==> src/drpd_pkg.sv <==
// Constants and types for the refresh and power-down state keeper.
// Assumes a single command clock mclk at 250 MHz and active-low async reset.
// Functional notes
// Refresh: CS RAS CAS low, CKE WE high
// Controller precharges all banks before refresh
// Refresh uses internal bank counter, ends idle
// Controller waits refresh cycle time after refresh
// At most eight posted, nine intervals gap
// Self refresh entry: CS RAS CAS CKE low
// Controller idles banks, termination off first
// Stay in self refresh while CKE low
// DLL off in self refresh, on after
// Internal refresh soon after entry; clock gated
// Controller may stop clock after entry
// Controller waits exit delays before commands
// Controller sends NOP during exit interval
// Extra refresh before re-entering self refresh
// No power-down during mode set or burst
// Idle banks: precharge, else active power-down
// DLL off except fast-exit active power-down
// Power-down keeps only clock, ODT, CKE buffers
// Controller bounds power-down duration
// Exit on CKE high with NOP or deselect
// Unexpected CKE drop: contents lost, reinitialise
// Frequency change only in precharge power-down
// Controller sends NOP during exit latency
package drpd_pkg;
    // ----------------------------------------------------------------
    // Geometry and timing
    // ----------------------------------------------------------------
    localparam int NUM_BANKS = 4;
    localparam int BANK_W = 2;
    localparam int CLK_PERIOD_PS = 4000;
    // Internal refresh length in picoseconds; plain default
    localparam int REFRESH_CYCLE_TIME_PS = 105000;
    localparam int REFRESH_CYCLES = (REFRESH_CYCLE_TIME_PS + CLK_PERIOD_PS - 1) / CLK_PERIOD_PS;
    localparam int CNT_W = 8;
    localparam logic [CNT_W-1:0] REFRESH_LEN = CNT_W'(REFRESH_CYCLES);
    localparam logic [CNT_W-1:0] CNT_ZERO = 8'h00;
    localparam logic [CNT_W-1:0] CNT_ONE = 8'h01;
    localparam logic [BANK_W-1:0] BANK_ZERO = 2'h0;
    localparam logic [BANK_W-1:0] BANK_ONE = 2'h1;
    // Slow-exit select bit reset value (fast exit)
    localparam logic SLOW_EXIT_RST = 1'b0;

    typedef enum logic [2:0] {
        CMD_NOP, CMD_ACT, CMD_PRE, CMD_PREA, CMD_REF, CMD_RW, CMD_MRS
    } drpd_cmd_e;

    typedef enum {
        ST_NORMAL, ST_PRE_PD, ST_ACT_PD, ST_SELF_REF, ST_LOST
    } drpd_state_e;
endpackage : drpd_pkg

==> src/drpd_refresh_if.sv <==
// Request and status link between the state keeper and the refresh engine.
// Assumes both ends share mclk.
`timescale 1ns/10ps
interface drpd_refresh_if;
    import drpd_pkg::*;
    logic start; // One-cycle refresh request
    logic busy; // Refresh in progress
    logic [BANK_W-1:0] bank; // Bank being refreshed
    modport ctrl (output start, input busy, input bank);
    modport eng (input start, output busy, output bank);
endinterface : drpd_refresh_if

==> src/drpd_refresh_engine.sv <==
// Internal refresh engine: walks its own bank counter for one refresh cycle.
// Requests that arrive while a refresh is in progress are dropped.
`timescale 1ns/10ps
module drpd_refresh_engine (
    input wire logic mclk, // Clock
    input wire logic resetn, // Async reset, active low
    drpd_refresh_if.eng rif // Request link
);
    import drpd_pkg::*;
    logic [CNT_W-1:0] cnt_q;
    logic [BANK_W-1:0] bank_q;

    // ----------------------------------------------------------------
    // Refresh timer and bank counter
    // ----------------------------------------------------------------
    // Bank address comes from this counter, never from the pins
    always_ff @(posedge mclk or negedge resetn) begin
        if (!resetn) begin
            cnt_q <= CNT_ZERO;
            bank_q <= BANK_ZERO;
        end else if (rif.start && cnt_q == CNT_ZERO) begin
            cnt_q <= REFRESH_LEN;
        end else if (cnt_q != CNT_ZERO) begin
            cnt_q <= cnt_q - CNT_ONE;
            bank_q <= bank_q + BANK_ONE;
        end
    end
    assign rif.busy = (cnt_q != CNT_ZERO);
    assign rif.bank = bank_q;

    chk_busy_length: assert property (@(posedge mclk) disable iff (!resetn)
        $rose(rif.busy) |-> rif.busy [*2])
        else $error("Refresh ended too early");
endmodule : drpd_refresh_engine

==> src/drpd_top.sv <==
// DRAM refresh and low-power state keeper: decodes commands, tracks bank
// state, power-down and self refresh, DLL enable and buffer enable.
// Assumes command pins are synchronous to mclk; ck_n pairs with it externally.
`timescale 1ns/10ps
module drpd_top (
    input wire logic mclk, // Command clock
    input wire logic resetn, // Async reset, active low
    input wire logic cke, // Clock enable
    input wire logic cs_n, // Chip select, low active
    input wire logic ras_n, // Row strobe, low active
    input wire logic cas_n, // Column strobe, low active
    input wire logic we_n, // Write enable, low active
    input wire logic [drpd_pkg::BANK_W-1:0] ba, // Bank address
    input wire logic a10, // Precharge-all select
    input wire logic slow_exit, // Active power-down slow exit mode
    output logic [drpd_pkg::NUM_BANKS-1:0] bank_open, // Open-bank map
    output logic dll_en, // DLL running
    output logic buf_en, // Command/data input buffers on
    output logic clk_gate_en, // Internal clock running
    output logic refreshing, // Internal refresh in progress
    output logic [drpd_pkg::BANK_W-1:0] refresh_bank, // Internal refresh bank
    output logic self_refresh, // In self refresh
    output logic power_down, // In either power-down
    output logic active_pd, // In active power-down
    output logic contents_lost // Array contents no longer trusted
);
    import drpd_pkg::*;

    drpd_refresh_if rif ();
    drpd_state_e state_q;
    drpd_cmd_e cmd;
    logic cke_q;
    logic [NUM_BANKS-1:0] open_q;
    logic sr_req_q;
    logic lost_q;
    logic dll_q;
    logic pd_slow_q;

    // ----------------------------------------------------------------
    // Command decode
    // ----------------------------------------------------------------
    function automatic drpd_cmd_e decode(input logic c, input logic r,
                                         input logic ca, input logic w, input logic a);
        if (c || (r && ca && w)) return CMD_NOP;
        if (r) return CMD_RW;
        if (ca) return w ? CMD_ACT : (a ? CMD_PREA : CMD_PRE);
        return w ? CMD_REF : CMD_MRS;
    endfunction : decode

    always_comb begin
        cmd = decode(cs_n, ras_n, cas_n, we_n, a10);
    end

    // Previous CKE distinguishes a fresh command from a held state
    always_ff @(posedge mclk or negedge resetn) begin
        if (!resetn) cke_q <= 1'b1;
        else cke_q <= cke;
    end

    // ----------------------------------------------------------------
    // Refresh engine
    // ----------------------------------------------------------------
    // Auto refresh: CKE high now and before, refresh code on the pins
    logic auto_ref;
    logic sr_entry;
    assign auto_ref = (state_q == ST_NORMAL) && cke_q && cke && cmd == CMD_REF;
    assign sr_entry = (state_q == ST_NORMAL) && cke_q && !cke && cmd == CMD_REF;
    // Self refresh needs one internal refresh right after entry
    assign rif.start = auto_ref || sr_req_q;

    always_ff @(posedge mclk or negedge resetn) begin
        if (!resetn) sr_req_q <= 1'b0;
        else sr_req_q <= sr_entry;
    end

    drpd_refresh_engine u_eng (
        .mclk(mclk),
        .resetn(resetn),
        .rif(rif)
    );

    // ----------------------------------------------------------------
    // Bank state
    // ----------------------------------------------------------------
    // Only activate, precharge and refresh matter here; bursts are another block's
    always_ff @(posedge mclk or negedge resetn) begin
        if (!resetn) begin
            open_q <= '0;
        end else if (state_q == ST_NORMAL && cke_q && cke) begin
            unique case (cmd)
                CMD_ACT: open_q[ba] <= 1'b1;
                CMD_PRE: open_q[ba] <= 1'b0;
                CMD_PREA: open_q <= '0;
                CMD_REF: open_q <= '0;
                CMD_NOP, CMD_RW, CMD_MRS: open_q <= open_q;
            endcase
        end
    end

    // ----------------------------------------------------------------
    // Power state machine
    // ----------------------------------------------------------------
    // CKE falling without the refresh code is power-down; the bank map
    // picks the flavour. Exit needs CKE high with NOP or deselect.
    always_ff @(posedge mclk or negedge resetn) begin
        if (!resetn) begin
            state_q <= ST_NORMAL;
            pd_slow_q <= SLOW_EXIT_RST;
        end else begin
            unique case (state_q)
                ST_NORMAL: begin
                    if (sr_entry) state_q <= ST_SELF_REF;
                    else if (cke_q && !cke) begin
                        pd_slow_q <= slow_exit;
                        if (open_q == '0) state_q <= ST_PRE_PD;
                        else state_q <= ST_ACT_PD;
                    end
                end
                ST_PRE_PD, ST_ACT_PD: begin
                    if (cke && cmd == CMD_NOP) state_q <= ST_NORMAL;
                end
                ST_SELF_REF: begin
                    if (cke) state_q <= ST_NORMAL;
                end
                ST_LOST: state_q <= ST_LOST;
            endcase
        end
    end

    // ----------------------------------------------------------------
    // Contents-lost flag
    // ----------------------------------------------------------------
    // CKE may fall during activate, precharge or refresh; a mode set or a
    // burst on the pins at the falling edge is the drop that breaks the array.
    // Bursts already under way are another block's, so they go unseen here.
    logic bad_drop;
    assign bad_drop = (state_q == ST_NORMAL) && cke_q && !cke
                      && (cmd == CMD_MRS || cmd == CMD_RW);
    // Sticky; only reset, the start of full re-initialisation, clears it
    always_ff @(posedge mclk or negedge resetn) begin
        if (!resetn) lost_q <= 1'b0;
        else if (bad_drop) lost_q <= 1'b1;
    end

    // ----------------------------------------------------------------
    // DLL enable
    // ----------------------------------------------------------------
    always_ff @(posedge mclk or negedge resetn) begin
        if (!resetn) dll_q <= 1'b1;
        else begin
            unique case (state_q)
                ST_SELF_REF: dll_q <= 1'b0;
                ST_PRE_PD: dll_q <= 1'b0;
                ST_ACT_PD: dll_q <= !pd_slow_q;
                ST_NORMAL, ST_LOST: dll_q <= 1'b1;
            endcase
        end
    end

    // ----------------------------------------------------------------
    // Outputs
    // ----------------------------------------------------------------
    assign bank_open = open_q;
    assign dll_en = dll_q;
    assign self_refresh = (state_q == ST_SELF_REF);
    assign power_down = (state_q == ST_PRE_PD) || (state_q == ST_ACT_PD);
    assign active_pd = (state_q == ST_ACT_PD);
    assign buf_en = !(power_down || self_refresh);
    // Clock runs only while the engine needs it inside self refresh
    assign clk_gate_en = !self_refresh || rif.busy || sr_req_q;
    assign refreshing = rif.busy;
    assign refresh_bank = rif.bank;
    assign contents_lost = lost_q;

    // ----------------------------------------------------------------
    // Checks
    // ----------------------------------------------------------------
    chk_ref_starts: assert property (@(posedge mclk) disable iff (!resetn)
        (auto_ref && !rif.busy) |=> rif.busy)
        else $error("Auto refresh did not start");
    chk_ref_closes: assert property (@(posedge mclk) disable iff (!resetn)
        auto_ref |=> open_q == '0)
        else $error("Banks left open after refresh");
    chk_sr_enter: assert property (@(posedge mclk) disable iff (!resetn)
        sr_entry |=> self_refresh ##1 (refreshing || !self_refresh))
        else $error("Self refresh entry missed");
    chk_sr_hold: assert property (@(posedge mclk) disable iff (!resetn)
        (self_refresh && !cke) |=> self_refresh)
        else $error("Self refresh left with CKE low");
    chk_dll_sr: assert property (@(posedge mclk) disable iff (!resetn)
        (self_refresh && $past(self_refresh)) |-> !dll_en)
        else $error("DLL running in self refresh");
    chk_pd_kind: assert property (@(posedge mclk) disable iff (!resetn)
        (state_q == ST_NORMAL && cke_q && !cke && !sr_entry && open_q != '0)
        |=> active_pd)
        else $error("Wrong power-down kind");
    chk_dll_pd: assert property (@(posedge mclk) disable iff (!resetn)
        (state_q == ST_PRE_PD) |=> (state_q != ST_PRE_PD || !dll_en))
        else $error("DLL running in precharge power-down");
    chk_buf_pd: assert property (@(posedge mclk) disable iff (!resetn)
        (state_q == ST_NORMAL && cke_q && !cke) |=> !buf_en)
        else $error("Buffers on after CKE fell");
    chk_pd_exit: assert property (@(posedge mclk) disable iff (!resetn)
        (power_down && cke && cmd == CMD_NOP) |=> !power_down)
        else $error("Power-down exit missed");
    chk_exit_refused: assert property (@(posedge mclk) disable iff (!resetn)
        (power_down && cke && cmd != CMD_NOP) |=> power_down)
        else $error("Power-down left without NOP");
    chk_pd_pre: assert property (@(posedge mclk) disable iff (!resetn)
        (state_q == ST_NORMAL && cke_q && !cke && !sr_entry && open_q == '0)
        |=> (power_down && !active_pd))
        else $error("Wrong power-down kind for idle banks");
    chk_dll_fast: assert property (@(posedge mclk) disable iff (!resetn)
        (active_pd && $past(active_pd) && !pd_slow_q) |-> dll_en)
        else $error("DLL stopped in fast-exit active power-down");
    chk_sr_exit: assert property (@(posedge mclk) disable iff (!resetn)
        (self_refresh && cke) |=> !self_refresh ##1 dll_en)
        else $error("DLL not back after self refresh exit");
    chk_lost_burst: assert property (@(posedge mclk) disable iff (!resetn)
        bad_drop |=> contents_lost)
        else $error("Bad CKE drop not flagged");
    chk_lost_sticky: assert property (@(posedge mclk) disable iff (!resetn)
        contents_lost |=> contents_lost)
        else $error("Contents-lost flag cleared without reset");
endmodule : drpd_top

==> config.mk <==
export PLATFORM = sky130hd
export DESIGN_NAME = drpd_top
export DESIGN_NICKNAME = d
export VERILOG_FILES = /design/src/drpd_pkg.sv /design/src/drpd_refresh_if.sv /design/src/drpd_refresh_engine.sv /design/src/drpd_top.sv
export SDC_FILE = /design/constraint.sdc
export NUM_CORES = 1
export LEC_CHECK = 0
export BUFFER_PORTS_ARGS = -buffer_cell sky130_fd_sc_hd__buf_4
export CAP_MARGIN = 10
export CORE_ASPECT_RATIO = 0.75
export CORE_MARGIN = 10
export CORE_UTILIZATION = 40
export DETAILED_ROUTE_END_ITERATION = 12
export RECOVER_POWER = 100
export REMOVE_ABC_BUFFERS = 1
export SLEW_MARGIN = 10
export SYNTH_ARGS = -nofsm -noshare
export SYNTH_HDL_FRONTEND = slang
export SYNTH_SLANG_ARGS = --single-unit
==> constraint.sdc <==
create_clock -name mclk -period 3.67 [get_ports mclk]
set_input_delay 0.734 -clock mclk [delete_from_list [all_inputs] [get_ports mclk]]
set_output_delay 0.734 -clock mclk [all_outputs]
set_load 0.01 [all_outputs]
### After elaboration in Yosys (flattened, before gate mapping)

Index checks and enable logic that the tools add are counted.

* $add $sub $neg: 2
* magnitude comparators: 2
* equality and inequality tests: 16
* multiplexer cells: 27
* bitwise gates (word level): 6
* reduce and logical (&&, ||, !) cells: 39

Operators by type and width (count)
* two-way mux 32 bit: 4
* one-hot mux 32 bit (4 select lines): 1
* == test 32 x 2 -> 1 bit (second input constant): 3
* == test 32 x 3 -> 1 bit (second input constant): 3
* logical NOT 32 bit: 2
* == test 32 x 1 -> 1 bit (second input constant): 1
* two-way mux 3 bit: 6
* two-way mux 8 bit: 2
* logical AND 1 bit: 12
* one-hot mux 4 bit (3 select lines): 1
* == test 3 bit (second input constant): 3
* logical NOT 8 bit: 1
* two-way mux 1 bit: 8
* nonzero test 8 bit: 1
* OR reduction 2 bit: 4
* subtractor 8 x 1 -> 8 bit (second input constant): 1
* logical OR 1 bit: 7
* == test 3 x 2 -> 1 bit (second input constant): 2
* two-way mux 2 bit: 3
* AND reduction 3 bit: 2
* bitwise AND 4 bit: 1
* logical NOT 1 bit: 4
* logical NOT 4 bit: 1
* inequality test 2 bit (second input constant): 2
* other kinds (14): 17

* register bits: 51

### Depth between registers and ports, before layout

* word-level depth: 16
* mapped depth: 7

### Modules after synthesis

From an unflattened synthesis, not the netlist that was laid out.

* cells, all modules: 121
* area, all modules: 1248.7 um2

By module, submodules not included
* drpd_top: times used 1, cells each 73, area an instance 734.5 um2
* drpd_refresh_engine: times used 1, cells each 48, area an instance 514.2 um2

### Least setup slack after synthesis

Ideal clock, no wire load.

* kind: flip-flop to output port
* start point: register u_eng.cnt_q[0]
* end point: output port clk_gate_en
* data arrival time: 2173 ps
* required time: 2936 ps
* setup slack: 763 ps
* cell stages (with the launch flop): 7
* path through: dfrtp_1 inv_1 ha_1 or4b_4 or4_4 buf_6 or4_4

* cells in the longest elaborated chain, start to end: 3

RTL lines
* start, declared: RTL line drpd_refresh_engine.sv:10 `logic [CNT_W-1:0] cnt_q;`
* start signal, assigned: RTL line drpd_refresh_engine.sv:24 `cnt_q <= cnt_q - CNT_ONE;`
* nonzero test 8 bit: RTL line drpd_refresh_engine.sv:28 `assign rif.busy = (cnt_q != CNT_ZERO);`
* via refreshing: RTL line drpd_top.sv:20 `output logic refreshing,`
* logical OR 1 bit (2 in series): RTL line drpd_top.sv:170 `assign clk_gate_en = !self_refresh || rif.busy || sr_req_q;`
* end, declared: RTL line drpd_top.sv:19 `output logic clk_gate_en,`

The timed path passes the listed nets, and every way through them passes these cells.

### Final worst setup path

* start point: register u_eng.cnt_q[0]
* end point: output port clk_gate_en

* cells in the longest elaborated chain, start to end: 3

RTL lines (RTL line)
* nonzero test 8 bit: drpd_refresh_engine.sv:28
* logical OR 1 bit (2 in series): drpd_top.sv:170

Every way passes these cells.

==> results.sh <==
export IMPL_path_cells="inv_1, ha_1, or4b_1, or4_4, or4_4, clkbuf_1"
export IMPL_vias=906
export IMPL_globalplace_congestion=0.8524
export IMPL_routedWlPerCell_um=13.92
export IMPL_multiInputGateArea_um2=501.7
export IMPL_fp_row_count=16
export IMPL_synth_top_family_by_area="simple AND/OR/NAND/NOR gates"
export IMPL_irDropWorstVdd_uv=296.0
export IMPL_fin_nets=150
export IMPL_dieArea_mm2=0.005381
export IMPL_cts_sinks=22
export IMPL_cts_hold_buf=0
export IMPL_syn_to_final_growth_pct=16.69
export IMPL_cpMostUsedCell="or4_4"
export IMPL_critical_path_endpoint_type="output pin"
export IMPL_synth_top_area_cell="dfrtp_1"
export IMPL_synthArstFlopShare_pct=100.0
export IMPL_grt_start_max_net_pins=23
export IMPL_drt_initial_drc_count=40
export IMPL_cts_path_max_buffers=2
export IMPL_yosys_warnings=0
export IMPL_synth_area_top_cells="dfrtp_1 (44%), dfstp_2 (4.6%), inv_1 (3.0%)"
export IMPL_diodes=0
export IMPL_fin_skew_ns=0.0007500
export IMPL_leakagePower_nw=0.5752
export IMPL_start_util_pct=42.53
export IMPL_core_area_mm2=0.002663
export IMPL_synth_cell_types=42
export IMPL_max_stage_delay_ns=0.52
export IMPL_die_width_um=81.44
export IMPL_synthAdderAreaFrac_pct=1.105
export IMPL_ant_nets=0
export IMPL_post_cts_buffers=0
export IMPL_ctsHtreeMaxLevel=1
export IMPL_hold_violations=0
export IMPL_tns_ns=0
export IMPL_synth_top_area_share_pct=44.20
export IMPL_num_io_pins=25
export IMPL_start_kind="flop"
export IMPL_setup_viol=0
export IMPL_synth_top_flop_cell="dfrtp_1"
export IMPL_status="complete, no violations"
export IMPL_synth_compound_area_share_pct=16.02
export IMPL_critPathMaxFanout=10
export IMPL_syn_inst=113
export IMPL_worst_pin_slew_ns=1.113
export IMPL_regArea_um2=553.0
export IMPL_p_sw_mw=0.3629
export IMPL_cts_inserted_buffers=3
export IMPL_grt_pass1_wl_um=4229
export IMPL_io_buffer_count=24
export IMPL_hold_class="flop to flop"
export IMPL_synth_mux_area_share_pct=2.873
export IMPL_ys_ff_latch=22
export IMPL_ys_seq_area_share_pct=48.84
export IMPL_wl_um=2408
export IMPL_dr_pass1_iters=4
export IMPL_viasPerCell=5.237
export IMPL_clk_pin_slew_worst_paths_ns=0.08
export IMPL_post_route_min_period_ns=3.361
export IMPL_synth_xor_area_share_pct=3.867
export IMPL_avgSynthCellArea_um2=10.02
export IMPL_drc_errors=0
export IMPL_criticalPathCategory="flop to output pin"
export IMPL_max_freq_ghz=0.2975
export IMPL_cp_slowest_cell="or4b_1"
export IMPL_p_int_mw=0.6455
export IMPL_clockPowerShare_pct=21.9
export IMPL_synth_edff_count=0
export IMPL_p_comb_share_pct=34.7
export IMPL_slew_violations=0
export IMPL_yosys_area_share_simple_pct=22.32
export IMPL_first_global_vias=944
export IMPL_total_power_mw=1.008
export IMPL_die_h_um=66.08
export IMPL_gr_total_overflow=0
export IMPL_syn_area_mm2=0.001132
export IMPL_clk_latency_ns=0.26
export IMPL_required_ns=2.94
export IMPL_max_slew_margin_pct=25.78
export IMPL_antenna_found_initial=0
export IMPL_tritoncts="done"
export IMPL_max_cap_violations=0
export IMPL_clockRootBuffer="clkbuf_8"
export IMPL_worstPathArrival_ns=2.63
export IMPL_finalCritPeriodShare_pct=91.58
export IMPL_layout_drive_gt1_share_pct=16.06
export IMPL_grt_use_total_pct=9.598
export IMPL_switching_share_pct=35.99
export IMPL_rsz0062_at_grt="false"
export IMPL_power_per_cell_area_mw_per_mm2=763.2
export IMPL_pwr_share_seq_pct=43.4
export IMPL_hpwl_um=1881
export IMPL_layout_filler_cells=265
export IMPL_cts_resized=0
[area by class of cell]
type                    instances  share of cell area (%)
well taps                      36                   3.409
repair buffers                 24                   8.807
inverters                       9                   2.557
flip-flops and latches         22                   41.86
clock inverters                 1                   2.273
multi-input cells              78                   37.97
clock buffers                   3                   3.125
[cell usage after synthesis (all sizes together) (2+ instances only)]
master	number
a21oi	6
a221o	2
and2	2
clkbuf	3
dfrtp	20
dfstp	2
inv	9
mux2	2
nand2	9
nand2b	2
nand4	2
nor2	9
nor3	2
nor4b	2
o21ai	7
o22ai	4
or2	2
or3	2
or4	3
or4b	2
xnor2	3
xor2	2
[worst max-delay path, delay by kind of cell (launching register included)]
family	cells	cell delay, ns
and+or+nand+nor	3	1.53
DFF	1	0.37
adders and majority gates	1	0.24
buffers and inverters	2	0.23
[flip-flops by register name (all words and copies together), names as in the netlist]
register and count:
cke_q 1, u_eng.cnt_q 8, sr_req_q 1, u_eng.rif.bank 2
bank_open 4, contents_lost 1, dll_en 1, state_q 3
pd_slow_q 1
[stage by stage]
stage	utilization, %	cells	setup slack (ns)	cell area [µm²]	hold WS, ns
after detailed placement	50.14	169	0.5830	1335	0.4601
after CTS	52.82	173	0.2872	1406	0.3488
after floorplan	-	109	0.7982	1110	0.4384
after global routing	49.62	173	0.1946	1321	0.4912
after global placement	50.14	169	0.6241	1335	0.4550
final	49.62	173	0.3090	1321	0.4723
[worst paths after layout]
| kind | startpoint | to | slack, ns | cells past startpoint |
|---|---|---|---|---|
| max | u_eng.cnt_q[0]$_DFFE_PN0P_ | clk_gate_en | 0.31 | 6 |
| min | contents_lost$_DFFE_PN0P_ | contents_lost$_DFFE_PN0P_ | 0.47 | 2 |
| max reg2reg | u_eng.cnt_q[0]$_DFFE_PN0P_ | u_eng.cnt_q[3]$_DFFE_PN0P_ | 1.08 | 6 |
| min reg2reg | contents_lost$_DFFE_PN0P_ | contents_lost$_DFFE_PN0P_ | 0.47 | 2 |
| max in group asynchronous | resetn | u_eng.rif.bank[0]$_DFFE_PN0P_ | 2.34 | 1 |
| min in group asynchronous | resetn | pd_slow_q$_DFFE_PN0P_ | 0.66 | 1 |
[layout by cell type (no fill, tap or decap), drive strengths merged, types with 2 or more instances in the layout]
master / n
or4b: 2
o22ai: 4
inv: 9
or4: 3
a221o: 2
mux2: 2
a21oi: 6
nor4b: 2
nand4: 2
o21ai: 7
nor2: 9
nand2: 9
buf: 7
clkbuf: 20
xor2: 2
dfrtp: 20
and2: 2
or2: 2
nor3: 2
or3: 2
xnor2: 3
dfstp: 2
nand2b: 2
[metal layers]
metal  track usage, %  vias to the layer above  routed length, µm
met5                0                        -                  0
met4            4.095                        0                 17
met3            3.397                        2                146
met2            14.96                       21               1137
met1            11.67                      434               1105
li1                 -                      449                  -
[power groups by stage]
stage	combinational (mW)	clock, mW	sequential [mW]
global route	0.398	0.234	0.454
detailed placement	0.415	0	0.441
global placement	0.412	0	0.436
CTS	0.419	0.225	0.437
finish	0.349	0.221	0.438
floorplan	0.237	0	0.439
[logic make-up (layout without fill, tap and decap cells)]
family | after synthesis | in the layout
compound gates | 26 | 26
xor+xnor | 5 | 5
fa+ha+maj | 1 | 1
buf+inv | 13 | 37
flops | 22 | 22
mux | 3 | 3
simple gates | 43 | 43
Note: power is estimated with default switching activity, not from simulation.
